File: src/rtl/ctc_pkg.sv
// Constants for the CPU timer control block: register indices, field positions and reset values.
// Assumes a 16-bit plain register port with word indices, one clock and an active-low reset.
package ctc_pkg;

  localparam int unsigned ADDR_W     = 4;
  localparam int unsigned DATA_W     = 16;
  localparam int unsigned CNT_W      = 32;
  localparam int unsigned PSC_W      = 8;
  localparam int unsigned EVT_W      = 2;

  // Register indices on the plain port.
  localparam logic [ADDR_W-1:0] IDX_CONTROL  = 4'h0;
  localparam logic [ADDR_W-1:0] IDX_PRESCALE = 4'h1;
  localparam logic [ADDR_W-1:0] IDX_PERIOD_L = 4'h2;
  localparam logic [ADDR_W-1:0] IDX_PERIOD_H = 4'h3;
  localparam logic [ADDR_W-1:0] IDX_COUNT_L  = 4'h4;
  localparam logic [ADDR_W-1:0] IDX_COUNT_H  = 4'h5;
  localparam logic [ADDR_W-1:0] IDX_EVT_STAT = 4'h6;
  localparam logic [ADDR_W-1:0] IDX_EVT_MASK = 4'h7;

  // Control register fields.
  localparam int unsigned CTL_FLAG   = 15;
  localparam int unsigned CTL_ENABLE = 14;
  localparam int unsigned CTL_FREE   = 11;
  localparam int unsigned CTL_SOFT   = 10;
  localparam int unsigned CTL_RELOAD = 5;
  localparam int unsigned CTL_STOP   = 4;

  // Prescale register fields.
  localparam int unsigned PSC_LSB    = 8;
  localparam int unsigned DIVIDE_DOWN_LOW_LSB   = 0;

  // Event status bits.
  localparam int unsigned EVT_ZERO   = 0;
  localparam int unsigned EVT_HALT   = 1;

  // Reset values.
  localparam logic [CNT_W-1:0] PERIOD_RST = 32'hffffffff;
  localparam logic [CNT_W-1:0] COUNT_RST  = 32'hffffffff;
  localparam logic [PSC_W-1:0] PSC_RST    = 8'h00;
  localparam logic [PSC_W-1:0] DIVIDE_DOWN_LOW_RST   = 8'h00;
  localparam logic [EVT_W-1:0] EVT_RST    = 2'h0;
  localparam logic [DATA_W-1:0] RD_ZERO   = 16'h0000;

endpackage : ctc_pkg

File: src/rtl/ctc_timer.sv
// CPU timer control: stop/start, reload command, emulation halt modes, prescaler and counter.
// Assumes a plain register port driven on CLOCK and a debug halt level from another domain.
//
// The strobed register port and the placing of the registers were decided locally.
module ctc_timer (
  input  wire logic                       CLOCK,
  input  wire logic                       RESETN,
  input  wire logic [ctc_pkg::ADDR_W-1:0] ADDR,
  input  wire logic [ctc_pkg::DATA_W-1:0] WDATA,
  input  wire logic                       WR,
  input  wire logic                       RD,
  input  wire logic                       DEBUG_HALT,
  output logic      [ctc_pkg::DATA_W-1:0] RDATA,
  output logic                            IRQ,
  output logic                            RUNNING
);
  import ctc_pkg::*;

  function automatic logic hit(input logic [ADDR_W-1:0] a, input logic [ADDR_W-1:0] idx);
    hit = (a == idx);
  endfunction : hit

  // The read mux and the field layout only fit these widths, so other values are refused.
  if (CNT_W != 2 * DATA_W) begin : g_cnt_w_check
    $error("counter must be two data words wide");
  end
  if (PSC_W > PSC_LSB - DIVIDE_DOWN_LOW_LSB) begin : g_psc_w_check
    $error("prescale fields overlap");
  end
  if (PSC_LSB + PSC_W > DATA_W) begin : g_psc_fit_check
    $error("prescale count does not fit the register");
  end
  if (EVT_W > DATA_W) begin : g_evt_w_check
    $error("event bits do not fit the register");
  end

  logic [CNT_W-1:0]  tim_q;
  logic [CNT_W-1:0]  period_q;
  logic [PSC_W-1:0]  psc_q;
  logic [PSC_W-1:0]  divide_down_low_q;
  logic              tss_q;
  logic              tif_q;
  logic              tie_q;
  logic              free_q;
  logic              soft_q;
  logic              halt_q;
  logic              dbg_meta_q;
  logic              dbg_q;
  logic [EVT_W-1:0]  evt_q;
  logic [EVT_W-1:0]  mask_q;
  logic [DATA_W-1:0] rdata_q;
  logic              irq_q;
  logic              running_q;

  logic              wr_ctl;
  logic              reload_w;
  logic              run_w;
  logic              tick_w;
  logic              step_w;
  logic [CNT_W-1:0]  tim_next;
  logic              zero_evt;
  logic              halt_evt;
  logic [DATA_W-1:0] rd_mux;

  assign wr_ctl   = WR && hit(ADDR, IDX_CONTROL);
  assign reload_w = wr_ctl && WDATA[CTL_RELOAD];
  assign run_w    = !tss_q && !halt_q;
  assign tick_w   = run_w && (psc_q == PSC_RST);
  // A reload command in the same cycle as an expiry wins; the step is dropped.
  assign step_w   = tick_w && !reload_w;
  assign tim_next = (tim_q == '0) ? period_q : tim_q - 1'b1;
  assign zero_evt = step_w && (tim_next == '0);
  assign halt_evt = run_w && dbg_q && !free_q && (soft_q ? zero_evt : step_w);

  // The breakpoint level comes from the debug domain, so it is synchronised first.
  always_ff @(posedge CLOCK or negedge RESETN) begin
    if (!RESETN) begin
      dbg_meta_q <= 1'b0;
      dbg_q      <= 1'b0;
    end else begin
      dbg_meta_q <= DEBUG_HALT;
      dbg_q      <= dbg_meta_q;
    end
  end

  // Control fields written by software.
  always_ff @(posedge CLOCK or negedge RESETN) begin
    if (!RESETN) begin
      tss_q  <= 1'b0;
      tie_q  <= 1'b0;
      free_q <= 1'b0;
      soft_q <= 1'b0;
    end else if (wr_ctl) begin
      tss_q  <= WDATA[CTL_STOP];
      tie_q  <= WDATA[CTL_ENABLE];
      free_q <= WDATA[CTL_FREE];
      soft_q <= WDATA[CTL_SOFT];
    end
  end

  // Divide-down and period values.
  always_ff @(posedge CLOCK or negedge RESETN) begin
    if (!RESETN) begin
      divide_down_low_q   <= DIVIDE_DOWN_LOW_RST;
      period_q <= PERIOD_RST;
    end else if (WR) begin
      if (hit(ADDR, IDX_PRESCALE)) begin
        divide_down_low_q <= WDATA[DIVIDE_DOWN_LOW_LSB +: PSC_W];
      end
      if (hit(ADDR, IDX_PERIOD_L)) begin
        period_q[DATA_W-1:0] <= WDATA;
      end
      if (hit(ADDR, IDX_PERIOD_H)) begin
        period_q[CNT_W-1:DATA_W] <= WDATA;
      end
    end
  end

  // Prescale counter: counts down while running, reloads on expiry or on command.
  always_ff @(posedge CLOCK or negedge RESETN) begin
    if (!RESETN) begin
      psc_q <= PSC_RST;
    end else if (reload_w) begin
      psc_q <= divide_down_low_q;
    end else if (tick_w) begin
      psc_q <= divide_down_low_q;
    end else if (run_w) begin
      psc_q <= psc_q - 1'b1;
    end
  end

  // Main counter.
  always_ff @(posedge CLOCK or negedge RESETN) begin
    if (!RESETN) begin
      tim_q <= COUNT_RST;
    end else if (reload_w) begin
      tim_q <= period_q;
    end else if (step_w) begin
      tim_q <= tim_next;
    end
  end

  // Zero flag: a new zero event wins over a clear in the same cycle.
  always_ff @(posedge CLOCK or negedge RESETN) begin
    if (!RESETN) begin
      tif_q <= 1'b0;
    end else begin
      tif_q <= zero_evt || (tif_q && !(wr_ctl && WDATA[CTL_FLAG]));
    end
  end

  // Emulation halt: the step that causes it is still taken, so in soft stop the
  // zero flag is set in the same edge that halts the timer.
  always_ff @(posedge CLOCK or negedge RESETN) begin
    if (!RESETN) begin
      halt_q <= 1'b0;
    end else if (!dbg_q || free_q) begin
      halt_q <= 1'b0;
    end else if (halt_evt) begin
      halt_q <= 1'b1;
    end
  end

  // Event status, cleared by reading it; a new event wins over the read.
  always_ff @(posedge CLOCK or negedge RESETN) begin
    if (!RESETN) begin
      evt_q <= EVT_RST;
    end else begin
      evt_q[EVT_ZERO] <= zero_evt || (evt_q[EVT_ZERO] && !(RD && hit(ADDR, IDX_EVT_STAT)));
      evt_q[EVT_HALT] <= halt_evt || (evt_q[EVT_HALT] && !(RD && hit(ADDR, IDX_EVT_STAT)));
    end
  end

  always_ff @(posedge CLOCK or negedge RESETN) begin
    if (!RESETN) begin
      mask_q <= EVT_RST;
    end else if (WR && hit(ADDR, IDX_EVT_MASK)) begin
      mask_q <= WDATA[EVT_W-1:0];
    end
  end

  always_comb begin
    rd_mux = RD_ZERO;
    unique case (ADDR)
      IDX_CONTROL: begin
        rd_mux[CTL_FLAG]   = tif_q;
        rd_mux[CTL_ENABLE] = tie_q;
        rd_mux[CTL_FREE]   = free_q;
        rd_mux[CTL_SOFT]   = soft_q;
        rd_mux[CTL_STOP]   = tss_q;
      end
      IDX_PRESCALE: begin
        rd_mux[PSC_LSB +: PSC_W]  = psc_q;
        rd_mux[DIVIDE_DOWN_LOW_LSB +: PSC_W] = divide_down_low_q;
      end
      IDX_PERIOD_L: rd_mux = period_q[DATA_W-1:0];
      IDX_PERIOD_H: rd_mux = period_q[CNT_W-1:DATA_W];
      IDX_COUNT_L:  rd_mux = tim_q[DATA_W-1:0];
      IDX_COUNT_H:  rd_mux = tim_q[CNT_W-1:DATA_W];
      IDX_EVT_STAT: rd_mux[EVT_W-1:0] = evt_q;
      IDX_EVT_MASK: rd_mux[EVT_W-1:0] = mask_q;
      default:      rd_mux = RD_ZERO;
    endcase
  end

  // Read data stands only in the cycle after the strobe.
  always_ff @(posedge CLOCK or negedge RESETN) begin
    if (!RESETN) begin
      rdata_q <= RD_ZERO;
    end else begin
      rdata_q <= RD ? rd_mux : RD_ZERO;
    end
  end

  always_ff @(posedge CLOCK or negedge RESETN) begin
    if (!RESETN) begin
      irq_q     <= 1'b0;
      running_q <= 1'b0;
    end else begin
      irq_q     <= (tif_q && tie_q) || |(evt_q & mask_q);
      running_q <= run_w;
    end
  end

  assign RDATA   = rdata_q;
  assign IRQ     = irq_q;
  assign RUNNING = running_q;

  // Helper: true only in the first cycle after reset release.
  logic first_q;
  always_ff @(posedge CLOCK or negedge RESETN) begin
    if (!RESETN) begin
      first_q <= 1'b1;
    end else begin
      first_q <= 1'b0;
    end
  end
endmodule : ctc_timer

File: config.mk
export PLATFORM = sky130hd
export DESIGN_NAME = ctc_timer
export DESIGN_NICKNAME = d
export VERILOG_FILES = /design/src/rtl/ctc_pkg.sv /design/src/rtl/ctc_timer.sv
export SDC_FILE = /design/constraint.sdc
export NUM_CORES = 1
export LEC_CHECK = 0
export BUFFER_PORTS_ARGS = -buffer_cell sky130_fd_sc_hd__buf_2
export CORE_AREA = 2 2 110 112
export DETAILED_ROUTE_END_ITERATION = 7
export DIE_AREA = 0 0 112 114
export GPL_TIMING_DRIVEN = 1
export PLACE_DENSITY_LB_ADDON = 0.25
export SLEW_MARGIN = 20
export SYNTH_ARGS = -nofsm -noshare
export SYNTH_HDL_FRONTEND = slang
export SYNTH_SLANG_ARGS = --single-unit
File: constraint.sdc
create_clock -name CLOCK -period 7.7 [get_ports CLOCK]
set_input_delay 1.54 -clock CLOCK [delete_from_list [all_inputs] [get_ports CLOCK]]
set_output_delay 1.54 -clock CLOCK [all_outputs]
set_load 0.03 [all_outputs]
==> key figures, run 1 <==
Logic synthesis
  • EDFF count, synth: 0
  • Synth Area in Simple Gates: 0.191
  • Compound-Gate Fraction of Synth Area: 0.188
  • Xor/xnor share of the synthesized area: 0.0198
  • Synth area leader: dfstp_2
  • Synth Flop Type: dfstp_2
  • Largest family of logic cells by synthesized area: simple AND/OR/NAND/NOR gates
  • Ys Warns: 0
  • Top-area cell type share of the netlist area: 0.272
  • Area of the mapped netlist: 6190 um2
  • Synth Register Bits: 110
  • Mean Syn Cell Area: 9.52 um2
  • Post-synthesis mux area share: 0.100
  • Cell variety after synth: 53
  • Asr flop ratio synth: 1.00
  • Synth area leaders: dfstp_2 27%, dfrtp_1 19%, mux2_2 8.7%, a21oi_1 4.4%, nand2_1 3.5%
  • Seq/Total Area, Yosys: 0.458
  • Top post-synthesis cells by count: 64 x dfstp_2, 58 x nand2_1, 55 x a21oi_1
  • Most common cell in the synthesized netlist: dfstp_2
  • Syn Nets: 678
  • Cell count after synthesis: 650
  • Post-synthesis adder-cell area fraction: 0.00606

Final layout
  • Area delta synth->final: 9.60%
  • Design area: 6780 um2
  • Post-route non-filler standard cell count: 815
  • Share of layout cells above drive strength 1: 0.289
  • Antenna cells: 0
  • Fin nets: 691
  • Layout filler cell count: 1,058

Place
  • Detailed Place HPWL: 14,500 um
  • Dpl cells: 799
  • PortBufs: 42
  • Post-placement cell area: 6460 um2
  • RD Place Congestion: 0.999

CTS
  • Post_cts resized: 0
  • Clock buffer depth: 2
  • Num CTS Buffers: 9
  • CTS tree: built
  • Worst skew pair latency: 0.37 ns
  • H-tree levels: 3
  • Hold buffer count at CTS: 0
  • Post-CTS Repair Setup Buffers: 0
  • Sink Count: 110
  • Clock Pin Slew Worst Setup and Hold Paths: 0.09 ns
  • Root buf cell: clkbuf_16

Worst hold path
  • Hold worst-path end: dbg_q
  • Tightest Hold Check Type: flip-flop to flip-flop
  • HP Start: dbg_meta_q
  • Hold path depth: 0

Power
  • Net Sw Power: 0.000777 W
  • Sequential share of power: 0.532
  • Leakage Power: 2.62 nW
  • Switch share: 0.381
  • Power share of the combinational group: 0.224
  • Worst vdd ir: 0.233 mV
  • Power, Total: 0.00204 W
  • Pwr/cell area: 301 nW/um2
  • Clock group share of total power: 0.244
  • Pint: 0.00126 W

STA
  • Slew Viols, Final: 0
  • WHS: 0.363 ns
  • RSZ-0062 raised after global routing: false
  • Layout Skew: 0.0122 ns
  • Hold Vio Cnt, Final: 0
  • Worst-Margin Slew: 0.988 ns
  • Peak Freq: 256 MHz
  • Setup TNS: 0 ns
  • Fin crit period: 3.91 ns
  • Rel. slew slack: 0.339
  • Final setup vio count: 0
  • Final worst path period share: 0.508

Route
  • Via Count: 5,663
  • Vias/cell: 6.95
  • DR WL/cell: 25.4 um
  • Final antenna-violating net count: 0
  • WL final: 20,700 um
  • Drt first-iter violations: 750
  • First-pass DRT Iterations: 6
  • DRC viols: 0

Floorplanning
  • # rows: 40
  • Chip width: 112 um
  • Starting density of the core: 0.529
  • Die Y: 114 um
  • Io pins: 43
  • Core area: 11,700 um2
  • Die ar.: 12,800 um2

Global route
  • Initial antenna violation count: 0
  • Vias in the first global route: 5,324
  • GR Util met3: 0.0622
  • Largest net degree at the start of global routing: 65
  • First-pass GRT wire length: 32,200 um
  • Grt total ovfl: 0
  • Top Usage Layer GRT: met2
  • GRT Total Usage: 0.331
  • Met1 Use GR: 0.465
  • Met2 Use GR: 0.515

Worst setup path
  • CP arrival: 4.23 ns
  • Startpoint types: flip-flop
  • Critical R2R Capture: tif_q
  • Worst Path Max Fanout: 20
  • Flop2flop setup slack: 3.79 ns
  • Crit path capture type: flip-flop
  • CP Launch Point: tim_q[0]
  • Worst Path Required: 8.02 ns
  • R2r startpoint: tim_q[0]
  • Setup CP Type: flip-flop to flip-flop
  • FF-to-FF path depth: 10

Job
  • Max-cap violations: 0

Outcome
  • Status: finished clean
worst max-delay path by stage:
stage | endpoint | slack (ns) | cells past startpoint
global placement | tim_q[15] | 3.68 | 7
detailed placement | divide_down_low_q[4] | 3.86 | 5
CTS | tif_q | 3.92 | 10
floorplan | tim_q[15] | 4.31 | 9
finish | tif_q | 3.79 | 10
global route | evt_q[0] | 3.40 | 10
cell families (layout without fill, tap and decap cells):
| group | Yosys count | after routing |
|---|---|---|
| xor gates and xnor gates | 14 | 14 |
| adders and majority gates | 3 | 3 |
| buffers and inverters | 57 | 75 |
| and+or+nand+nor | 229 | 229 |
| DFF | 110 | 110 |
| AOI/OAI and AO/OA | 181 | 181 |
| muxes | 56 | 56 |
routing by layer:
| metal | part of all wire | vias up |
|---|---|---|
| met2 | 0.46 | 312 |
| met5 | 0 | - |
| li1 | - | 2466 |
| met4 | 0.032 | 0 |
| met3 | 0.088 | 52 |
| met1 | 0.42 | 2833 |
power groups by stage:
stage                     registers (W)  logic [W]  clock network, W
final                           0.00108   0.000458          0.000497
after global routing            0.00110   0.000507          0.000521
after CTS                       0.00107   0.000454          0.000504
after detailed placement        0.00107   0.000451                 0
after global placement          0.00107   0.000443                 0
after floorplan                0.000923   0.000390                 0
registers in the layout (all words and copies together), names as in the netlist:
name,flops
period_q,32
tim_q,32
RDATA,16
divide_down_low_q,8
psc_q,8
evt_q,2
mask_q,2
IRQ,1
RUNNING,1
dbg_meta_q,1
dbg_q,1
free_q,1
halt_q,1
soft_q,1
tie_q,1
tif_q,1
tss_q,1
cell usage in the layout, fill, tap and decap left out, drive strengths merged, types with 3 or more instances in the layout:
| cell type | n |
|---|---|
| a21o | 5 |
| nand4 | 8 |
| a22o | 4 |
| xnor2 | 7 |
| o22ai | 5 |
| inv | 11 |
| o22a | 6 |
| o21ai | 42 |
| nand2 | 58 |
| and4 | 3 |
| a222oi | 10 |
| nor2b | 3 |
| or2 | 7 |
| a22oi | 22 |
| nor3 | 16 |
| clkinv | 3 |
| nor2 | 49 |
| a221oi | 7 |
| nor4 | 21 |
| mux2 | 48 |
| and2 | 3 |
| and3 | 4 |
| buf | 52 |
| nand3 | 14 |
| or3 | 16 |
| ha | 3 |
| o31ai | 3 |
| or4 | 14 |
| nor4b | 5 |
| dfrtp | 46 |
| mux2i | 8 |
| clkbuf | 9 |
| xor2 | 7 |
| nor3b | 4 |
| a21oi | 55 |
| dfstp | 64 |
| a31oi | 10 |
critical path, cell delays in order, from the launching register on:
cell	delay (ns)
dfstp_2	0.42
inv_1	0.12
ha_1	0.16
nor4b_1	0.56
and4_1	0.40
and2_1	0.68
a21oi_1	0.11
a2111oi_0	0.53
nand4_1	0.25
or4_1	0.53
nand2_1	0.08
cell type report:
class / instances / area, um2 / share of cell area
well taps: 147 / 184 / 0.0271
inverters: 7 / 26.3 / 0.00387
clock buffers: 9 / 225 / 0.0332
clock inverters: 7 / 93.8 / 0.0138
repair buffers: 52 / 288 / 0.0424
multi-input cells: 483 / 3130 / 0.462
flip-flops and latches: 110 / 2830 / 0.418
stage by stage:
step	worst slack (ns)	util
2_1_floorplan	4.31	-
3_3_place_gp	3.68	0.551
3_5_place_dp	3.86	0.552
4_1_cts	3.92	0.579
5_1_grt	3.40	0.579
6_report	3.79	0.579
(Power assumes the default switching activity.)
==> inputs of run 2 (changes only) <==
clock period = 3.6 ns   (was 7.7 ns; I/O delays follow)
==> run 2 against run 1 <==
Sequential cell count unchanged. Hold slack got worse by 0.013 ns. Setup slack worse by 3.7 ns. Critical path depth is 2 lower. Non-clock buffer count is 28 higher. Highest routed layer unchanged.
==> key figures, run 2 (same netlist as run 1, synthesis figures left out) <==
Final layout
  • Area delta synth->final: 13.0%
  • Fin nets: 719
  • Most frequent cells in the layout: 64 x dfstp_2, 58 x nand2_1, 54 x a21oi_1
  • Core Util, Final: 0.597
  • Share of layout cells above drive strength 1: 0.316
  • Antenna cells: 0
  • Commonest non-fill, non-tap cell in the layout: dfstp_2
  • Post-route non-filler standard cell count: 843
  • Design area: 6990 um2

Power
  • Power, Total: 0.00440 W
  • Leakage Power: 2.76 nW
  • Worst vdd ir: 0.457 mV
  • Pwr/cell area: 629 nW/um2

STA
  • Layout Skew: 0.0110 ns
  • Worst-Margin Slew: 0.952 ns
  • Final setup vio count: 0
  • Peak Freq: 287 MHz
  • Fin crit period: 3.48 ns
  • RSZ-0062 raised after global routing: false
  • Slew Viols, Final: 0
  • Hold Vio Cnt, Final: 0
  • Setup TNS: 0 ns
  • Final worst path period share: 0.967
  • Rel. slew slack: 0.365

Global route
  • Initial antenna violation count: 0
  • Largest net degree at the start of global routing: 69
  • GRT Total Usage: 0.343
  • Vias in the first global route: 5,534
  • Grt total ovfl: 0
  • First-pass GRT wire length: 33,100 um

Floorplanning
  • # rows: 40
  • Io pins: 43
  • Core area: 11,700 um2
  • Starting density of the core: 0.529
  • Chip width: 112 um
  • Die ar.: 12,800 um2
  • Die Y: 114 um

Job
  • Max-cap violations: 0

Place
  • Dpl cells: 827
  • PortBufs: 42
  • Post-placement cell area: 6680 um2
  • RD Place Congestion: 1.01
  • Detailed Place HPWL: 15,800 um

CTS
  • Clock Pin Slew Worst Setup and Hold Paths: 0.08 ns
  • CTS tree: built
  • H-tree levels: 3
  • Clock buffer depth: 2
  • Num CTS Buffers: 9
  • Root buf cell: clkbuf_16
  • Hold buffer count at CTS: 0
  • Post_cts resized: 0
  • Post-CTS Repair Setup Buffers: 0
  • Worst skew pair latency: 0.35 ns
  • Sink Count: 110

Route
  • Drt first-iter violations: 896
  • Via Count: 5,851
  • WL final: 21,300 um
  • DR WL/cell: 25.3 um
  • Vias/cell: 6.94
  • Final antenna-violating net count: 0
  • DRC viols: 0
  • First-pass DRT Iterations: 8

Worst hold path
  • Tightest Hold Check Type: flip-flop to flip-flop

Worst setup path
  • Startpoint types: flip-flop
  • CP arrival: 3.77 ns
  • Crit path capture type: flip-flop
  • Worst Path Required: 3.89 ns
  • Setup CP Type: flip-flop to flip-flop
  • Worst Path Max Fanout: 10

Outcome
  • Status: finished clean
==> run 2: final timing paths <==
kind | cells past startpoint | startpoint | slack [ns] | end
max reg2reg | 8 | tim_q[3] | 0.12 | tif_q
min | 0 | dbg_meta_q | 0.35 | dbg_q
min reg2reg | 0 | dbg_meta_q | 0.35 | dbg_q
min in group asynchronous | 1 | RESETN | 0.38 | RDATA[4]
max | 8 | tim_q[3] | 0.12 | tif_q
max in group asynchronous | 2 | RESETN | 2.45 | period_q[30]
==> run 2: cell type report <==
| class | instances | area [um2] |
|---|---|---|
| multi-input combinational | 483 | 3130 |
| tap | 147 | 184 |
| sequential | 110 | 2830 |
| fill | 1023 | 4720 |
| timing repair buffer | 80 | 510 |
| clock inverter | 6 | 68.8 |
| clock buffer | 10 | 239 |
| inverter | 7 | 26.3 |
==> run 2: per-stage QoR <==
step,setup WS (ns),hold slack [ns]
3_3_place_gp,0.189,0.335
3_5_place_dp,0.187,0.335
5_1_grt,0.00477,0.374
4_1_cts,0.156,0.351
2_1_floorplan,0.216,0.331
6_report,0.120,0.350
==> run 2: power by group <==
group | internal, W | leakage [nW] | switching [W]
Combinational | 0.000507 | 1.34 | 0.000594
Sequential | 0.00173 | 1.26 | 0.000532
Clock | 0.000566 | 0.155 | 0.000476
Total | 0.00280 | 2.76 | 0.00160
==> run 2: per-layer routing <==
| metal | wire, um | part of all wire | up-vias | track usage |
|---|---|---|---|---|
| li1 | - | - | 2529 | - |
| met1 | 8630 | 0.41 | 2885 | 0.476 |
| met2 | 9550 | 0.45 | 382 | 0.531 |
| met3 | 2440 | 0.11 | 55 | 0.0903 |
| met4 | 682 | 0.032 | 0 | 0.111 |
| met5 | 0 | 0 | - | 0 |
==> run 2: critical path: stages, from the launching register on <==
cell and delay [ns]:
dfstp_2 0.42, or4_1 0.58, or4_4 0.60, or4_1 0.57
xnor2_1 0.17, a221oi_2 0.28, nand4_1 0.19, or4_1 0.53
nand2_1 0.08
==> inputs of run 3 (changes only) <==
CAP_MARGIN = 5   (was not set)
CORE_AREA = 2 2 108 110   (was 2 2 110 112)
DIE_AREA = 0 0 110 112   (was 0 0 112 114)
==> run 3 against run 2 <==
The run now ends with design-rule violations left. Global-route usage up 1.2 points. Hold slack gained 0.020 ns. Power rose by 0.19%. Die area fell by 3.5%. Combinational power decreased by 5%. Non-clock buffer count is 6 lower. Register-to-register slack got worse by 0.03 ns. First-iteration DRC count fell by 15%. Setup slack got worse by 0.030 ns. Core utilization rose by 2.4 points. Cell count shrank 1.2%. Critical path type unchanged. Critical endpoint unchanged. Largest cell class unchanged. Highest routed layer unchanged.
==> key figures, run 3 (same netlist as run 1, synthesis figures left out) <==
Final layout
  • Commonest non-fill, non-tap cell in the layout: dfstp_2
  • Design area: 6940 um2
  • Fin nets: 713
  • Area delta synth->final: 12.1%
  • Layout filler cell count: 944
  • Share of layout cells above drive strength 1: 0.310
  • Post-route non-filler standard cell count: 833
  • Antenna cells: 0
  • Most frequent cells in the layout: 64 x dfstp_2, 58 x nand2_1, 55 x a21oi_1

Route
  • Routed wire length on met3: 2480 um
  • Met1 wire length: 8180 um
  • WL final: 20,900 um
  • Vias/cell: 6.98
  • Via Count: 5,817
  • Top Layer Used: met4
  • First-pass DRT Iterations: 8
  • Final antenna-violating net count: 0
  • DR WL/cell: 25.1 um
  • WL met2: 9410 um
  • Drt first-iter violations: 762
  • DRC viols: 1

Global route
  • GRT Total Usage: 0.355
  • Vias in the first global route: 5,495
  • Grt total ovfl: 0
  • Largest net degree at the start of global routing: 67
  • Initial antenna violation count: 0
  • First-pass GRT wire length: 32,300 um

Place
  • Post-placement cell area: 6600 um2
  • PortBufs: 42
  • Detailed Place HPWL: 15,300 um
  • DP Worst Slack: 0.161 ns
  • RD Place Congestion: 1.06
  • Dpl cells: 815

Floorplanning
  • Die Y: 112 um
  • Io pins: 43
  • # rows: 39
  • Chip width: 110 um
  • Core area: 11,200 um2
  • Die ar.: 12,300 um2
  • Starting density of the core: 0.554

CTS
  • H-tree levels: 3
  • CTS tree: built
  • Num CTS Buffers: 9
  • Clock Pin Slew Worst Setup and Hold Paths: 0.07 ns
  • Root buf cell: clkbuf_16
  • Sink Count: 110
  • Worst skew pair latency: 0.36 ns
  • Clock buffer depth: 2

STA
  • Slew Viols, Final: 0
  • Worst-Margin Slew: 0.945 ns
  • Final setup vio count: 0
  • Peak Freq: 285 MHz
  • Fin crit period: 3.51 ns
  • Rel. slew slack: 0.369
  • Layout Skew: 0.00502 ns
  • Hold Vio Cnt, Final: 0
  • Final worst path period share: 0.975
  • Fin worst setup slack: 0.0897 ns
  • WHS: 0.370 ns

Worst setup path
  • Worst Path Max Fanout: 9
  • CP arrival: 3.81 ns
  • Setup CP Type: flip-flop to flip-flop
  • Crit path capture type: flip-flop
  • Startpoint types: flip-flop
  • Worst Path Required: 3.90 ns

Job
  • Max-cap violations: 0

Power
  • Leakage Power: 2.72 nW
  • Worst vdd ir: 0.419 mV
  • Pwr/cell area: 635 nW/um2

Outcome
  • Status: finished, violations left
  • Failing checks: design-rule violations

Worst hold path
  • Tightest Hold Check Type: flip-flop to flip-flop
[run 3: changes by cell type in the layout (fill, tap and decap cells not counted), sizes merged]
cell,delta
buf,-6
inv,+1
clkinv,-2
clkbuf,+1
[run 3: path summary, 6_finish.rpt]
check | endpoint | slack [ns] | depth (start not counted) | startpoint
max | tif_q | 0.09 | 8 | tim_q[3]
min | dbg_q | 0.37 | 0 | dbg_meta_q
max reg2reg | tif_q | 0.09 | 8 | tim_q[3]
min reg2reg | dbg_q | 0.37 | 0 | dbg_meta_q
max in group asynchronous | period_q[5] | 2.27 | 2 | RESETN
min in group asynchronous | RDATA[8] | 0.48 | 1 | RESETN
[run 3: critical path, cell delays in order, from the launching register on]
cell,delay (ns)
dfstp_2,0.42
or4_1,0.58
or4_4,0.56
or4_1,0.55
xnor2_1,0.17
a221oi_2,0.32
nand4_1,0.21
or4_1,0.54
nand2_1,0.10
[run 3: timing repair]
| action | in CTS | in global routing |
|---|---|---|
| gates resized for setup | 0 | 3 |
| setup endpoints to repair | 0 | 4 |
| buffers inserted | 0 | 2 |
| hold buffers | 0 | 0 |
[run 3: report_power, final]
| part | total [W] | leakage, nW | internal (W) | switching, W |
|---|---|---|---|---|
| logic | 0.00105 | 1.31 | 0.000492 | 0.000553 |
| clock network | 0.00104 | 0.151 | 0.000568 | 0.000474 |
| registers | 0.00232 | 1.26 | 0.00173 | 0.000593 |
[run 3: layer usage]
metal	up-vias	global-route usage
li1	2512	-
met1	2839	0.502
met2	395	0.521
met3	71	0.101
met4	0	0.127
met5	-	0
[run 3: through the flow]
step           total power, W  setup TNS, ns   util
2_1_floorplan         0.00281              0      -
3_3_place_gp          0.00327              0  0.591
3_5_place_dp          0.00331              0  0.591
4_1_cts               0.00436              0  0.618
5_1_grt               0.00459        -0.0265  0.621
6_report              0.00441              0  0.621
[run 3: cell type report]
cell class / count / area (um2) / share of cell area
clock buffer: 11 / 243 / 0.0350
sequential: 110 / 2830 / 0.408
clock inverter: 5 / 65.1 / 0.00938
multi-input combinational: 483 / 3140 / 0.452
timing repair buffer: 74 / 453 / 0.0653
tap: 143 / 179 / 0.0258
inverter: 7 / 26.3 / 0.00379
